### config.mk
export PLATFORM = sky130hd
export DESIGN_NAME = mcx_exec
export DESIGN_NICKNAME = d
export VERILOG_FILES = /design/src/mcx_pkg.sv /design/src/mcx_res_if.sv /design/src/mcx_exec.sv /design/src/mcx_result_unit.sv
export VERILOG_INCLUDE_DIRS = /design/src
export SDC_FILE = /design/constraint.sdc
export NUM_CORES = 1
export LEC_CHECK = 0
export ABC_CLOCK_PERIOD_IN_PS = 1900
export BUFFER_PORTS_ARGS = -buffer_cell sky130_fd_sc_hd__buf_2
export CORE_UTILIZATION = 47
export CTS_CLUSTER_DIAMETER = 50
export DETAILED_ROUTE_END_ITERATION = 8
export PLACE_DENSITY_LB_ADDON = 0.3
export SLEW_MARGIN = 10
export SYNTH_ARGS = -nofsm -noshare
export SYNTH_HDL_FRONTEND = slang
export SYNTH_SLANG_ARGS = --single-unit
### constraint.sdc
create_clock -name clk -period 1.9 [get_ports clk]
set_input_delay 0.095 -clock clk [delete_from_list [all_inputs] [get_ports clk]]
set_output_delay 0.095 -clock clk [all_outputs]
set_load 0.01 [all_outputs]
### src/mcx_params.svh
// constants for the call / clear / invert execution block
// assumes a 20 MHz core clock and an axi4-lite register port
//
// Contract
// [RULE1] call pushes program counter plus one
// [RULE2] call then loads target, flags unchanged
// [RULE3] call takes two instruction cycles
// [RULE4] byte clear writes zero, flags unchanged
// [RULE5] bit clear zeroes one bit only
// [RULE6] watchdog clear zeroes counter and both flags; a wrap or sleep request in the same cycle still sets its flag
// [RULE7] invert writes complemented byte back
// [RULE8] invert changes only the zero flag
// [RULE9] zero flag set when inverted result zero
// [RULE10] other four instructions take one cycle
`ifndef MCX_PARAMS_SVH
`define MCX_PARAMS_SVH

// =====================================================================
// widths
`define MCX_DATA_W 8
`define MCX_ADDR_W 8
`define MCX_BIT_W 3
`define MCX_PC_W 13
`define MCX_WDOG_W 16
`define MCX_AXI_AW 4

// =====================================================================
// data values
`define MCX_BYTE_ZERO 8'h00
`define MCX_BIT_ONE 8'h01
`define MCX_PC_STEP 13'h0001
`define MCX_WDOG_ZERO 16'h0000
`define MCX_WDOG_STEP 16'h0001
`define MCX_WDOG_TERM_DEF 16'hffff

// =====================================================================
// register map (byte addresses) and fields
`define MCX_REG_CONTROL 4'h0
`define MCX_REG_STATUS 4'h4
`define MCX_REG_WDOG 4'h8
`define MCX_REG_RETADDR 4'hc
`define MCX_CTRL_WDOG_EN 0
`define MCX_STAT_ZERO 0
`define MCX_STAT_TIMEOUT 1
`define MCX_STAT_PDOWN 2
`define MCX_STAT_BUSY 3
`define MCX_CTRL_RESET 1'b0
`define MCX_RESP_OKAY 2'h0
`define MCX_RESP_DECERR 2'h3
`define MCX_WORD_ZERO 32'h0000_0000

`endif

### src/mcx_pkg.sv
// types for the call / clear / invert execution block
// assumes mcx_params.svh supplies the widths
`include "mcx_params.svh"

package mcx_pkg;
    // =================================================================
    // instruction group decoded upstream
    typedef enum logic [2:0] {
        MCX_OP_CALL,
        MCX_OP_CLEARBYTE,
        MCX_OP_CLEARBIT,
        MCX_OP_CLEARWDOG,
        MCX_OP_INVERT
    } mcx_op_t;

    // =================================================================
    // sequencing of the two-cycle call
    typedef enum logic {
        MCX_ST_IDLE,
        MCX_ST_JUMP
    } mcx_state_t;
endpackage

### src/mcx_res_if.sv
// carrier between the sequencer and the data result unit
// assumes both ends sit in the same clock domain
`timescale 1ns/1ps
`include "mcx_params.svh"

interface mcx_res_if;
    mcx_pkg::mcx_op_t op;
    logic [`MCX_DATA_W-1:0] operand;
    logic [`MCX_BIT_W-1:0] bitSel;
    logic [`MCX_DATA_W-1:0] result;
    logic zero;
    logic writes;

    modport user (output op, output operand, output bitSel, input result, input zero, input writes);
    modport unit (input op, input operand, input bitSel, output result, output zero, output writes);
endinterface

### src/mcx_exec.sv
// execution of call, byte clear, bit clear, watchdog clear and invert
// assumes operand byte arrives with the instruction and memory writes
// complete at the clock edge after memWrEn is seen
`timescale 1ns/1ps
`include "mcx_params.svh"

module mcx_exec #(
    parameter logic [`MCX_WDOG_W-1:0] WDOG_TERMINAL = `MCX_WDOG_TERM_DEF
) (
    input wire logic clk,
    input wire logic reset,
    // axi4-lite register port
    input wire logic [`MCX_AXI_AW-1:0] s_axi_awaddr,
    input wire logic [2:0] s_axi_awprot,
    input wire logic s_axi_awvalid,
    output logic s_axi_awready,
    input wire logic [31:0] s_axi_wdata,
    input wire logic [3:0] s_axi_wstrb,
    input wire logic s_axi_wvalid,
    output logic s_axi_wready,
    output logic [1:0] s_axi_bresp,
    output logic s_axi_bvalid,
    input wire logic s_axi_bready,
    input wire logic [`MCX_AXI_AW-1:0] s_axi_araddr,
    input wire logic [2:0] s_axi_arprot,
    input wire logic s_axi_arvalid,
    output logic s_axi_arready,
    output logic [31:0] s_axi_rdata,
    output logic [1:0] s_axi_rresp,
    output logic s_axi_rvalid,
    input wire logic s_axi_rready,
    // instruction issue from the decoder
    input wire logic instrValid,
    input wire mcx_pkg::mcx_op_t instrOp,
    input wire logic [`MCX_ADDR_W-1:0] instrAddr,
    input wire logic [`MCX_BIT_W-1:0] instrBit,
    input wire logic [`MCX_PC_W-1:0] instrTarget,
    input wire logic [`MCX_DATA_W-1:0] instrOperand,
    input wire logic [`MCX_PC_W-1:0] pcValue,
    input wire logic sleepReq,
    output logic instrReady,
    // data memory, stack and program counter
    output logic memWrEn,
    output logic [`MCX_ADDR_W-1:0] memWrAddr,
    output logic [`MCX_DATA_W-1:0] memWrData,
    output logic stackPush,
    output logic [`MCX_PC_W-1:0] stackData,
    output logic pcLoad,
    output logic [`MCX_PC_W-1:0] pcTarget,
    // status flags
    output logic zeroFlag,
    output logic timeoutFlag,
    output logic powerDownFlag,
    output logic [`MCX_WDOG_W-1:0] watchdogCounter
);
    // =================================================================
    // state
    mcx_pkg::mcx_state_t state_reg;
    mcx_pkg::mcx_state_t state_next;
    logic ready_reg;
    logic [`MCX_PC_W-1:0] target_reg;
    logic memWrEn_reg;
    logic [`MCX_ADDR_W-1:0] memWrAddr_reg;
    logic [`MCX_DATA_W-1:0] memWrData_reg;
    logic stackPush_reg;
    logic [`MCX_PC_W-1:0] stackData_reg;
    logic pcLoad_reg;
    logic [`MCX_PC_W-1:0] pcTarget_reg;
    logic zero_reg;
    logic timeout_reg;
    logic pdown_reg;
    logic [`MCX_WDOG_W-1:0] wdog_reg;
    logic wdogEn_reg;
    logic awready_reg;
    logic wready_reg;
    logic bvalid_reg;
    logic [1:0] bresp_reg;
    logic arready_reg;
    logic rvalid_reg;
    logic [31:0] rdata_reg;
    logic [1:0] rresp_reg;
    logic [`MCX_AXI_AW-1:0] awaddr_reg;
    logic [31:0] wdata_reg;
    logic [3:0] wstrb_reg;

    logic accept;
    logic isCall;
    logic isWdogClear;
    logic wdogWrap;
    logic doWrite;

    mcx_res_if res ();

    mcx_result_unit u_result (
        .res(res)
    );

    // =================================================================
    // decode of the accepted instruction
    assign accept = instrValid && ready_reg;
    assign isCall = accept && (instrOp == mcx_pkg::MCX_OP_CALL);
    assign isWdogClear = accept && (instrOp == mcx_pkg::MCX_OP_CLEARWDOG);
    assign res.op = instrOp;
    assign res.operand = instrOperand;
    assign res.bitSel = instrBit;

    // call holds the core for a second cycle, all others return at once
    always_comb begin
        state_next = state_reg;
        unique case (state_reg)
            mcx_pkg::MCX_ST_IDLE: begin
                if (isCall) begin
                    state_next = mcx_pkg::MCX_ST_JUMP; // [RULE3]
                end
            end
            mcx_pkg::MCX_ST_JUMP: begin
                state_next = mcx_pkg::MCX_ST_IDLE; // [RULE3] [RULE10]
            end
        endcase
    end

    // sequencer state and issue ready, registered to keep outputs clean
    always_ff @(posedge clk) begin
        if (reset) begin
            state_reg <= mcx_pkg::MCX_ST_IDLE;
            ready_reg <= 1'b1;
        end else begin
            state_reg <= state_next;
            ready_reg <= (state_next == mcx_pkg::MCX_ST_IDLE);
        end
    end

    // =================================================================
    // call: push return address, then load target next cycle
    always_ff @(posedge clk) begin
        if (reset) begin
            stackPush_reg <= 1'b0;
            stackData_reg <= '0;
            target_reg <= '0;
            pcLoad_reg <= 1'b0;
            pcTarget_reg <= '0;
        end else begin
            stackPush_reg <= isCall;
            pcLoad_reg <= (state_reg == mcx_pkg::MCX_ST_JUMP); // [RULE2]
            if (isCall) begin
                stackData_reg <= pcValue + `MCX_PC_STEP; // [RULE1]
                target_reg <= instrTarget;
            end
            if (state_reg == mcx_pkg::MCX_ST_JUMP) begin
                pcTarget_reg <= target_reg; // [RULE2]
            end
        end
    end

    // =================================================================
    // data memory write-back in the cycle after issue
    always_ff @(posedge clk) begin
        if (reset) begin
            memWrEn_reg <= 1'b0;
            memWrAddr_reg <= '0;
            memWrData_reg <= '0;
        end else begin
            memWrEn_reg <= accept && res.writes; // [RULE4] [RULE5] [RULE7] [RULE10]
            if (accept && res.writes) begin
                memWrAddr_reg <= instrAddr;
                memWrData_reg <= res.result;
            end
        end
    end

    // zero flag follows invert only; every other op leaves it alone
    always_ff @(posedge clk) begin
        if (reset) begin
            zero_reg <= 1'b0;
        end else if (accept && instrOp == mcx_pkg::MCX_OP_INVERT) begin
            zero_reg <= res.zero; // [RULE8] [RULE9]
        end
    end

    // =================================================================
    // watchdog counter; a wrap in the clearing cycle still sets timeout
    assign wdogWrap = wdogEn_reg && (wdog_reg == WDOG_TERMINAL);

    always_ff @(posedge clk) begin
        if (reset) begin
            wdog_reg <= `MCX_WDOG_ZERO;
        end else if (isWdogClear || wdogWrap) begin
            wdog_reg <= `MCX_WDOG_ZERO; // [RULE6]
        end else if (wdogEn_reg) begin
            wdog_reg <= wdog_reg + `MCX_WDOG_STEP;
        end
    end

    // set beats clear so no timeout or sleep event is lost
    always_ff @(posedge clk) begin
        if (reset) begin
            timeout_reg <= 1'b0;
            pdown_reg <= 1'b0;
        end else begin
            if (wdogWrap) begin
                timeout_reg <= 1'b1;
            end else if (isWdogClear) begin
                timeout_reg <= 1'b0; // [RULE6]
            end
            if (sleepReq) begin
                pdown_reg <= 1'b1;
            end else if (isWdogClear) begin
                pdown_reg <= 1'b0; // [RULE6]
            end
        end
    end

    // =================================================================
    // axi4-lite write: address and data taken in either order
    assign doWrite = !awready_reg && !wready_reg && !bvalid_reg;

    always_ff @(posedge clk) begin
        if (reset) begin
            awready_reg <= 1'b1;
            wready_reg <= 1'b1;
            awaddr_reg <= '0;
            wdata_reg <= '0;
            wstrb_reg <= '0;
        end else begin
            if (s_axi_awvalid && awready_reg) begin
                awready_reg <= 1'b0;
                awaddr_reg <= s_axi_awaddr;
            end
            if (s_axi_wvalid && wready_reg) begin
                wready_reg <= 1'b0;
                wdata_reg <= s_axi_wdata;
                wstrb_reg <= s_axi_wstrb;
            end
            if (bvalid_reg && s_axi_bready) begin
                awready_reg <= 1'b1;
                wready_reg <= 1'b1;
            end
        end
    end

    // register update and write response
    always_ff @(posedge clk) begin
        if (reset) begin
            wdogEn_reg <= `MCX_CTRL_RESET;
            bvalid_reg <= 1'b0;
            bresp_reg <= `MCX_RESP_OKAY;
        end else if (doWrite) begin
            bvalid_reg <= 1'b1;
            bresp_reg <= `MCX_RESP_OKAY;
            unique case (awaddr_reg)
                `MCX_REG_CONTROL: begin
                    if (wstrb_reg[0]) begin
                        wdogEn_reg <= wdata_reg[`MCX_CTRL_WDOG_EN];
                    end
                end
                // read-only words ignore writes but answer okay
                `MCX_REG_STATUS, `MCX_REG_WDOG, `MCX_REG_RETADDR: begin
                    bresp_reg <= `MCX_RESP_OKAY;
                end
                default: begin
                    bresp_reg <= `MCX_RESP_DECERR;
                end
            endcase
        end else if (bvalid_reg && s_axi_bready) begin
            bvalid_reg <= 1'b0;
        end
    end

    // =================================================================
    // axi4-lite read, one outstanding at a time
    always_ff @(posedge clk) begin
        if (reset) begin
            arready_reg <= 1'b1;
            rvalid_reg <= 1'b0;
            rdata_reg <= `MCX_WORD_ZERO;
            rresp_reg <= `MCX_RESP_OKAY;
        end else if (s_axi_arvalid && arready_reg) begin
            arready_reg <= 1'b0;
            rvalid_reg <= 1'b1;
            rdata_reg <= `MCX_WORD_ZERO;
            rresp_reg <= `MCX_RESP_OKAY;
            unique case (s_axi_araddr)
                `MCX_REG_CONTROL: rdata_reg[`MCX_CTRL_WDOG_EN] <= wdogEn_reg;
                `MCX_REG_STATUS: begin
                    rdata_reg[`MCX_STAT_ZERO] <= zero_reg;
                    rdata_reg[`MCX_STAT_TIMEOUT] <= timeout_reg;
                    rdata_reg[`MCX_STAT_PDOWN] <= pdown_reg;
                    rdata_reg[`MCX_STAT_BUSY] <= !ready_reg;
                end
                `MCX_REG_WDOG: rdata_reg[`MCX_WDOG_W-1:0] <= wdog_reg;
                `MCX_REG_RETADDR: rdata_reg[`MCX_PC_W-1:0] <= stackData_reg;
                default: rresp_reg <= `MCX_RESP_DECERR;
            endcase
        end else if (rvalid_reg && s_axi_rready) begin
            rvalid_reg <= 1'b0;
            arready_reg <= 1'b1;
        end
    end

    // =================================================================
    // outputs straight from flip-flops
    assign instrReady = ready_reg;
    assign memWrEn = memWrEn_reg;
    assign memWrAddr = memWrAddr_reg;
    assign memWrData = memWrData_reg;
    assign stackPush = stackPush_reg;
    assign stackData = stackData_reg;
    assign pcLoad = pcLoad_reg;
    assign pcTarget = pcTarget_reg;
    assign zeroFlag = zero_reg;
    assign timeoutFlag = timeout_reg;
    assign powerDownFlag = pdown_reg;
    assign watchdogCounter = wdog_reg;
    assign s_axi_awready = awready_reg;
    assign s_axi_wready = wready_reg;
    assign s_axi_bvalid = bvalid_reg;
    assign s_axi_bresp = bresp_reg;
    assign s_axi_arready = arready_reg;
    assign s_axi_rvalid = rvalid_reg;
    assign s_axi_rdata = rdata_reg;
    assign s_axi_rresp = rresp_reg;
endmodule

### src/mcx_result_unit.sv
// combinational data path for clear, bit clear and invert
// assumes the operand byte is already read from data memory
`timescale 1ns/1ps
`include "mcx_params.svh"

module mcx_result_unit (
    mcx_res_if.unit res
);
    logic [`MCX_DATA_W-1:0] keepMask;

    // =================================================================
    // bit keep mask, one term per bit position
    genvar gi;
    generate
        for (gi = 0; gi < `MCX_DATA_W; gi++) begin : g_mask
            assign keepMask[gi] = (res.bitSel != `MCX_BIT_W'(gi));
        end
    endgenerate

    // =================================================================
    // result byte and write request per operation
    always_comb begin
        res.result = res.operand;
        res.writes = 1'b0;
        unique case (res.op)
            mcx_pkg::MCX_OP_CLEARBYTE: begin
                res.result = `MCX_BYTE_ZERO; // [RULE4]
                res.writes = 1'b1;
            end
            mcx_pkg::MCX_OP_CLEARBIT: begin
                res.result = res.operand & keepMask; // [RULE5]
                res.writes = 1'b1;
            end
            mcx_pkg::MCX_OP_INVERT: begin
                res.result = ~res.operand; // [RULE7]
                res.writes = 1'b1;
            end
            default: begin
                res.result = res.operand;
                res.writes = 1'b0;
            end
        endcase
    end

    // zero test on the value actually written
    assign res.zero = (res.result == `MCX_BYTE_ZERO); // [RULE9]
endmodule

After elaboration in Yosys (flattened, before gate mapping). Cells that the tools add are included.

$add $sub $neg: 2. Equal/unequal tests: 18. Muxes and demuxes: 19. Reduce and logical (&&, ||, !) cells: 33. Bitwise logic cells: 4.

Operators with widths (number): $pmux W8 S3 (1); $pmux W9 S2 (1); $add A16 B1 Y16 const B (1); $eq A16 B16 Y1 const B (1); $eq A4 B4 Y1 const B (4); $add A13 B1 Y13 const B (1); $logic_and A1 B1 Y1 (13); $ne A3 B3 Y1 const B (4); $mux W1 (11); $pmux W3 S3 (1); $and A8 B8 Y8 (1); $eq A4 B3 Y1 const B (2); $logic_not A4 Y1 (2); $logic_not A8 Y1 (1); $not A8 Y8 (1); $reduce_bool A2 Y1 (4); $reduce_or A4 Y1 (2); $eq A3 B2 Y1 const B (2); $ne A3 B2 Y1 const B (2); $logic_not A1 Y1 (4); $mux W2 (2); $pmux W1 S4 (1); $reduce_or A2 Y1 (2); $eq A3 B1 Y1 const B (1); other kinds (10) (11).

Logic and storage cells: 102. Bits of input ports: 107. Output and inout port bits: 106. Flip-flop bits (word level): 111.

Longest topological paths before layout.
Depth in word-level cells: 5. Gate-level depth with buffers: 7. Mapped depth without buffers: 6.

Cells and area by module. From an unflattened synthesis, not the netlist that was laid out.

Cells, all modules: 590. Area, all modules: 4922.2 sq um.

Modules (own cells, without submodules): mcx_exec (area an instance 4440.5 sq um, times used 1, cells each 513, sequential area each 2182.1 sq um); mcx_result_unit (area an instance 481.7 sq um, times used 1, cells each 77, sequential area each 0.0 sq um).

Worst setup path before layout. OpenSTA, ideal clock, no wires.

Path kind: register to register. From: reg wdog_reg[7] (netlist: watchdogCounter[7]). To: reg wdog_reg[10] (netlist: watchdogCounter[10]). Setup time: 0.117 ns. Period minus slack after synthesis: 1.768 ns. Data required time: 1.783 ns. Stages on the path, launching flop included: 7. Path buffers: 1. Arrival time: 1.651 ns. Slack: 0.132 ns. Path through: dfxtp_1 and4_1 and3_1 nand4_1 o21ai_0 buf_2 nor2_1.

Word-level cells in the longest chain between the ends: 4. Elaborated cells on any way between the ends: 5. Those cells by class: add/sub (1); eq/ne (1); reduce/logical (3).

RTL lines: start: declaration (line mcx_exec.sv:72) `` logic [`MCX_WDOG_W-1:0] wdog_reg; ``; start signal: assignment (line mcx_exec.sv:186) `` wdog_reg <= `MCX_WDOG_ZERO; ``; start signal: assignment (line mcx_exec.sv:188) `` wdog_reg <= `MCX_WDOG_ZERO; ``; start signal: assignment (line mcx_exec.sv:190) `` wdog_reg <= wdog_reg + `MCX_WDOG_STEP; ``; branches (longest 4 deep; another with $add A16 B1 Y16).

Several ways; the timed one is not identified. A chain may end at the register's enable or synchronous reset.

Final worst setup path.
From: reg wdog_reg[7] (netlist: watchdogCounter[7]). To: reg wdog_reg[5] (netlist: watchdogCounter[5]).

Word-level cells in the longest chain between the ends: 4.

RTL lines: $eq A16 B16 Y1 (line mcx_exec.sv:182) `assign wdogWrap = wdogEn_reg && (wdog_reg == WDOG_TERMINAL);`; $logic_and A1 B1 Y1 (line mcx_exec.sv:182); $logic_or A1 B1 Y1 (line mcx_exec.sv:187) `end else if (isWdogClear || wdogWrap) begin`; $reduce_or A2 Y1 (no line).

Every way passes these cells.

==> summary.md <==
| Metric | Value |
|---|---|
| Status | complete, no violations |
| CTS tree | yes |
| Mapped Area | 4830 µm² |
| Slowest stage cell, crit path | dfxtp_1 |
| R2R Setup Slk | 0.18 ns |
| Largest net degree at the start of global routing | 39 |
| Chip Width | 103 µm |
| Layout cells sized above 1 | 0.269 |
| Min Hold Slack | 0.0337 ns |
| Setup bufs post-CTS | 0 |
| Psw | 1.21 mW |
| CP max FO | 10 |
| Initial Util | 0.490 |
| Commonest cells in the netlist | dfxtp_1 (109), nor2_1 (80), nand2_1 (78), a21oi_1 (45), clkbuf_1 (24) |
| CTS Sinks | 109 |
| Count of pins over their slew limit | 0 |
| Reg-to-Reg End | watchdogCounter[5] |
| Antenna diode count | 0 |
| Initial antenna violation count | 0 |
| Design area | 6230 µm² |
| P&R area growth vs syn | 28.9% |
| Clk pwr share | 0.325 |
| Final Skew | 0.0190 ns |
| GR peak layer | met2 |
| Placed cells | 840 |
| Count leader, synth | dfxtp_1 |
| Synth Warn # | 0 |
| CP Buf/Inv Count | 1 |
| Met3 usage | 0.0363 |
| Remaining Overflow, GRT | 0 |
| Met2 usage | 0.401 |
| Final total power | 4.47 mW |
| First-iteration detailed-routing DRC count | 177 |
| DRC | 0 |
| Cells after Synth | 571 |
| Flip-flop and latch area | 2180 µm² |
| Vias in the first global route | 4142 |
| RSZ-0062 raised after global routing | no |
| Finished Core Util | 0.632 |
| CP max stage delay | 0.47 ns |
| CP arrival | 1.98 ns |
| Synth unique cells | 62 |
| Critical R2R Launch | watchdogCounter[7] |
| Port buffer count | 156 |
| Detail Placement HPWL | 9.20 mm |
| Clock transition at path regs | 0.11 ns |
| Sw frac | 0.270 |
| Total core area | 9860 µm² |
| Cell Rows | 36 |
| First drt pass iteration count | 4 |
| Startpoint types | register |
| Combinational power share | 0.138 |
| Die extent in y | 103 µm |
| First-pass GRT wire length | 20.1 mm |
| Post-synth top area share | 0.451 |
| GPL Wtd Cong | 0.843 |
| Detailed-route vias per instance | 5.28 |
| Hold depth | 3 |
| Setup_tns | 0 ns |
| #FFs+latches synth | 109 |
| Worst VDD drop | 0.390 mV |
| Period utilization | 0.906 |
| CP Data Required Time | 2.16 ns |
| I/O pins | 213 |
| Tmin final | 1.72 ns |
| Grt met1 use | 0.321 |
| Ys async rst share | 0 |
| CTS Buf Count | 9 |
| Post-synthesis area per instance | 8.46 µm² |
| Pwr dens | 718 nW/µm² |
| Worst hold path type | in2reg |
| Post-synth top area cell | dfxtp_1 |
| Setup WS post-layout | 0.178 ns |
| Ys flop type | dfxtp_1 |
| Total Routed Length | 12.9 mm |
| Final ANT Viol Nets | 0 |
| Int Pwr | 3.27 mW |
| Tot GR Track Use | 0.241 |
| Final Setup Violations | 0 |
| Hold path startpoint | pcValue[12] |
| DP Area | 5690 µm² |
| Area occupied by multi-input gates | 2370 µm² |
| Layout Cells excl Fill | 890 |
| R2R depth | 6 |
| Maximum clock rate | 581 MHz |
| Worst-Skew Late Latency | 0.36 ns |
| Seq/Total Area, Yosys | 0.451 |
| Root buf cell | clkbuf_8 |
| Vias | 4700 |
| Critical path cell sequence | and4_1, and3_1, nand4_1, o21ai_1, buf_4, nor2_1 |
| Max_cap viols | 0 |
| Full die area | 10700 µm² |
| Crit path kind | reg2reg |
| Worst Hold Endpoint | stackData[12] |
| EDFF count, synth | 0 |
| Sequential Power Share | 0.537 |
| Crit path capture type | register |
| Htree depth | 3 |
| Lkg Pwr | 2.69 nW |
| Post-place setup slack | 0.165 ns |
| CTS Buffer Depth | 2 |
| Top area cells in the synthesized netlist | dfxtp_1 (45%), nor2_1 (6.2%), nand2_1 (6.1%), a21oi_1 (4.7%), mux2i_1 (3.1%) |
| Delay-heaviest family, CP | simple AND/OR/NAND/NOR gates |
| Final #Nets | 861 |
| # fillers | 893 |
| Avg WL per Cell | 14.5 µm |
| Final Hold Fails | 0 |
power groups by stage:
| stage | Combinational [mW] | Sequential, mW | Clock, mW |
|---|---|---|---|
| after floorplan | 0.331 | 2.47 | 0 |
| after global placement | 0.542 | 2.45 | 0 |
| after detailed placement | 0.554 | 2.45 | 0 |
| after CTS | 0.612 | 2.40 | 1.48 |
| after global routing | 0.681 | 2.41 | 1.59 |
| final | 0.618 | 2.40 | 1.46 |
logic make-up after synthesis:
kind of cell,count (synthesis),share of synthesized area
simple gates,237,0.224
compound gates,114,0.157
flops,109,0.451
buf+inv,63,0.0717
xor+xnor,26,0.0471
mux,19,0.0427
fa+ha+maj,2,0.00518
other cells,1,0.000776
tightest hold or removal path, cell delays in order:
cell	delay (ns)
buf_2	0.08
xnor2_1	0.11
a211oi_1	0.07
layout by cell type, fill, tap and decap left out, types with 5 or more instances in the layout:
cell type | synthesis | routed
mux2i_1 | 15 | 15
nand3_1 | 18 | 18
o21ai_0 | 8 | 7
a221oi_1 | 9 | 9
a211oi_1 | 16 | 16
nand4_1 | 9 | 9
xor2_1 | 15 | 15
conb_1 | 1 | 16
clkbuf_8 | 3 | 9
buf_4 | 18 | 17
nor3b_1 | 5 | 5
nor3_1 | 19 | 19
nor2_1 | 80 | 80
nand2_1 | 78 | 78
a21oi_1 | 45 | 45
dfxtp_1 | 109 | 109
xnor2_1 | 11 | 11
buf_2 | 4 | 156
dlygate4sd3_1 | 0 | 34
inv_1 | 10 | 10
layer usage:
metal | routed length (µm) | share of wire
met5 | 0 | 0
met3 | 575 | 0.044
met2 | 6260 | 0.48
met4 | 185 | 0.014
met1 | 5910 | 0.46
worst max-delay path by stage:
stage,to,depth (start not counted),slack (ns),from
2_1_floorplan,watchdogCounter[10],6,0.13,watchdogCounter[7]
6_report,watchdogCounter[5],6,0.18,watchdogCounter[7]
3_3_place_gp,zeroFlag,6,0.23,instrOp[0]
4_1_cts,watchdogCounter[5],6,0.12,watchdogCounter[7]
5_1_grt,watchdogCounter[11],7,0.07,watchdogCounter[0]
3_5_place_dp,watchdogCounter[6],6,0.16,watchdogCounter[7]
layout make-up:
class	instances	area share
well taps	133	0.0267
repair buffers	208	0.204
clock inverters	6	0.0122
inverters	10	0.00602
flip-flops and latches	109	0.350
multi-input cells	414	0.381
clock buffers	10	0.0205
what timing repair did:
item,in CTS,in global routing
hold endpoints to repair,32,0
resized for setup,0,1
hold buffers,34,0
setup endpoints to repair,0,10
Note: power is estimated with default switching activity, not from simulation.
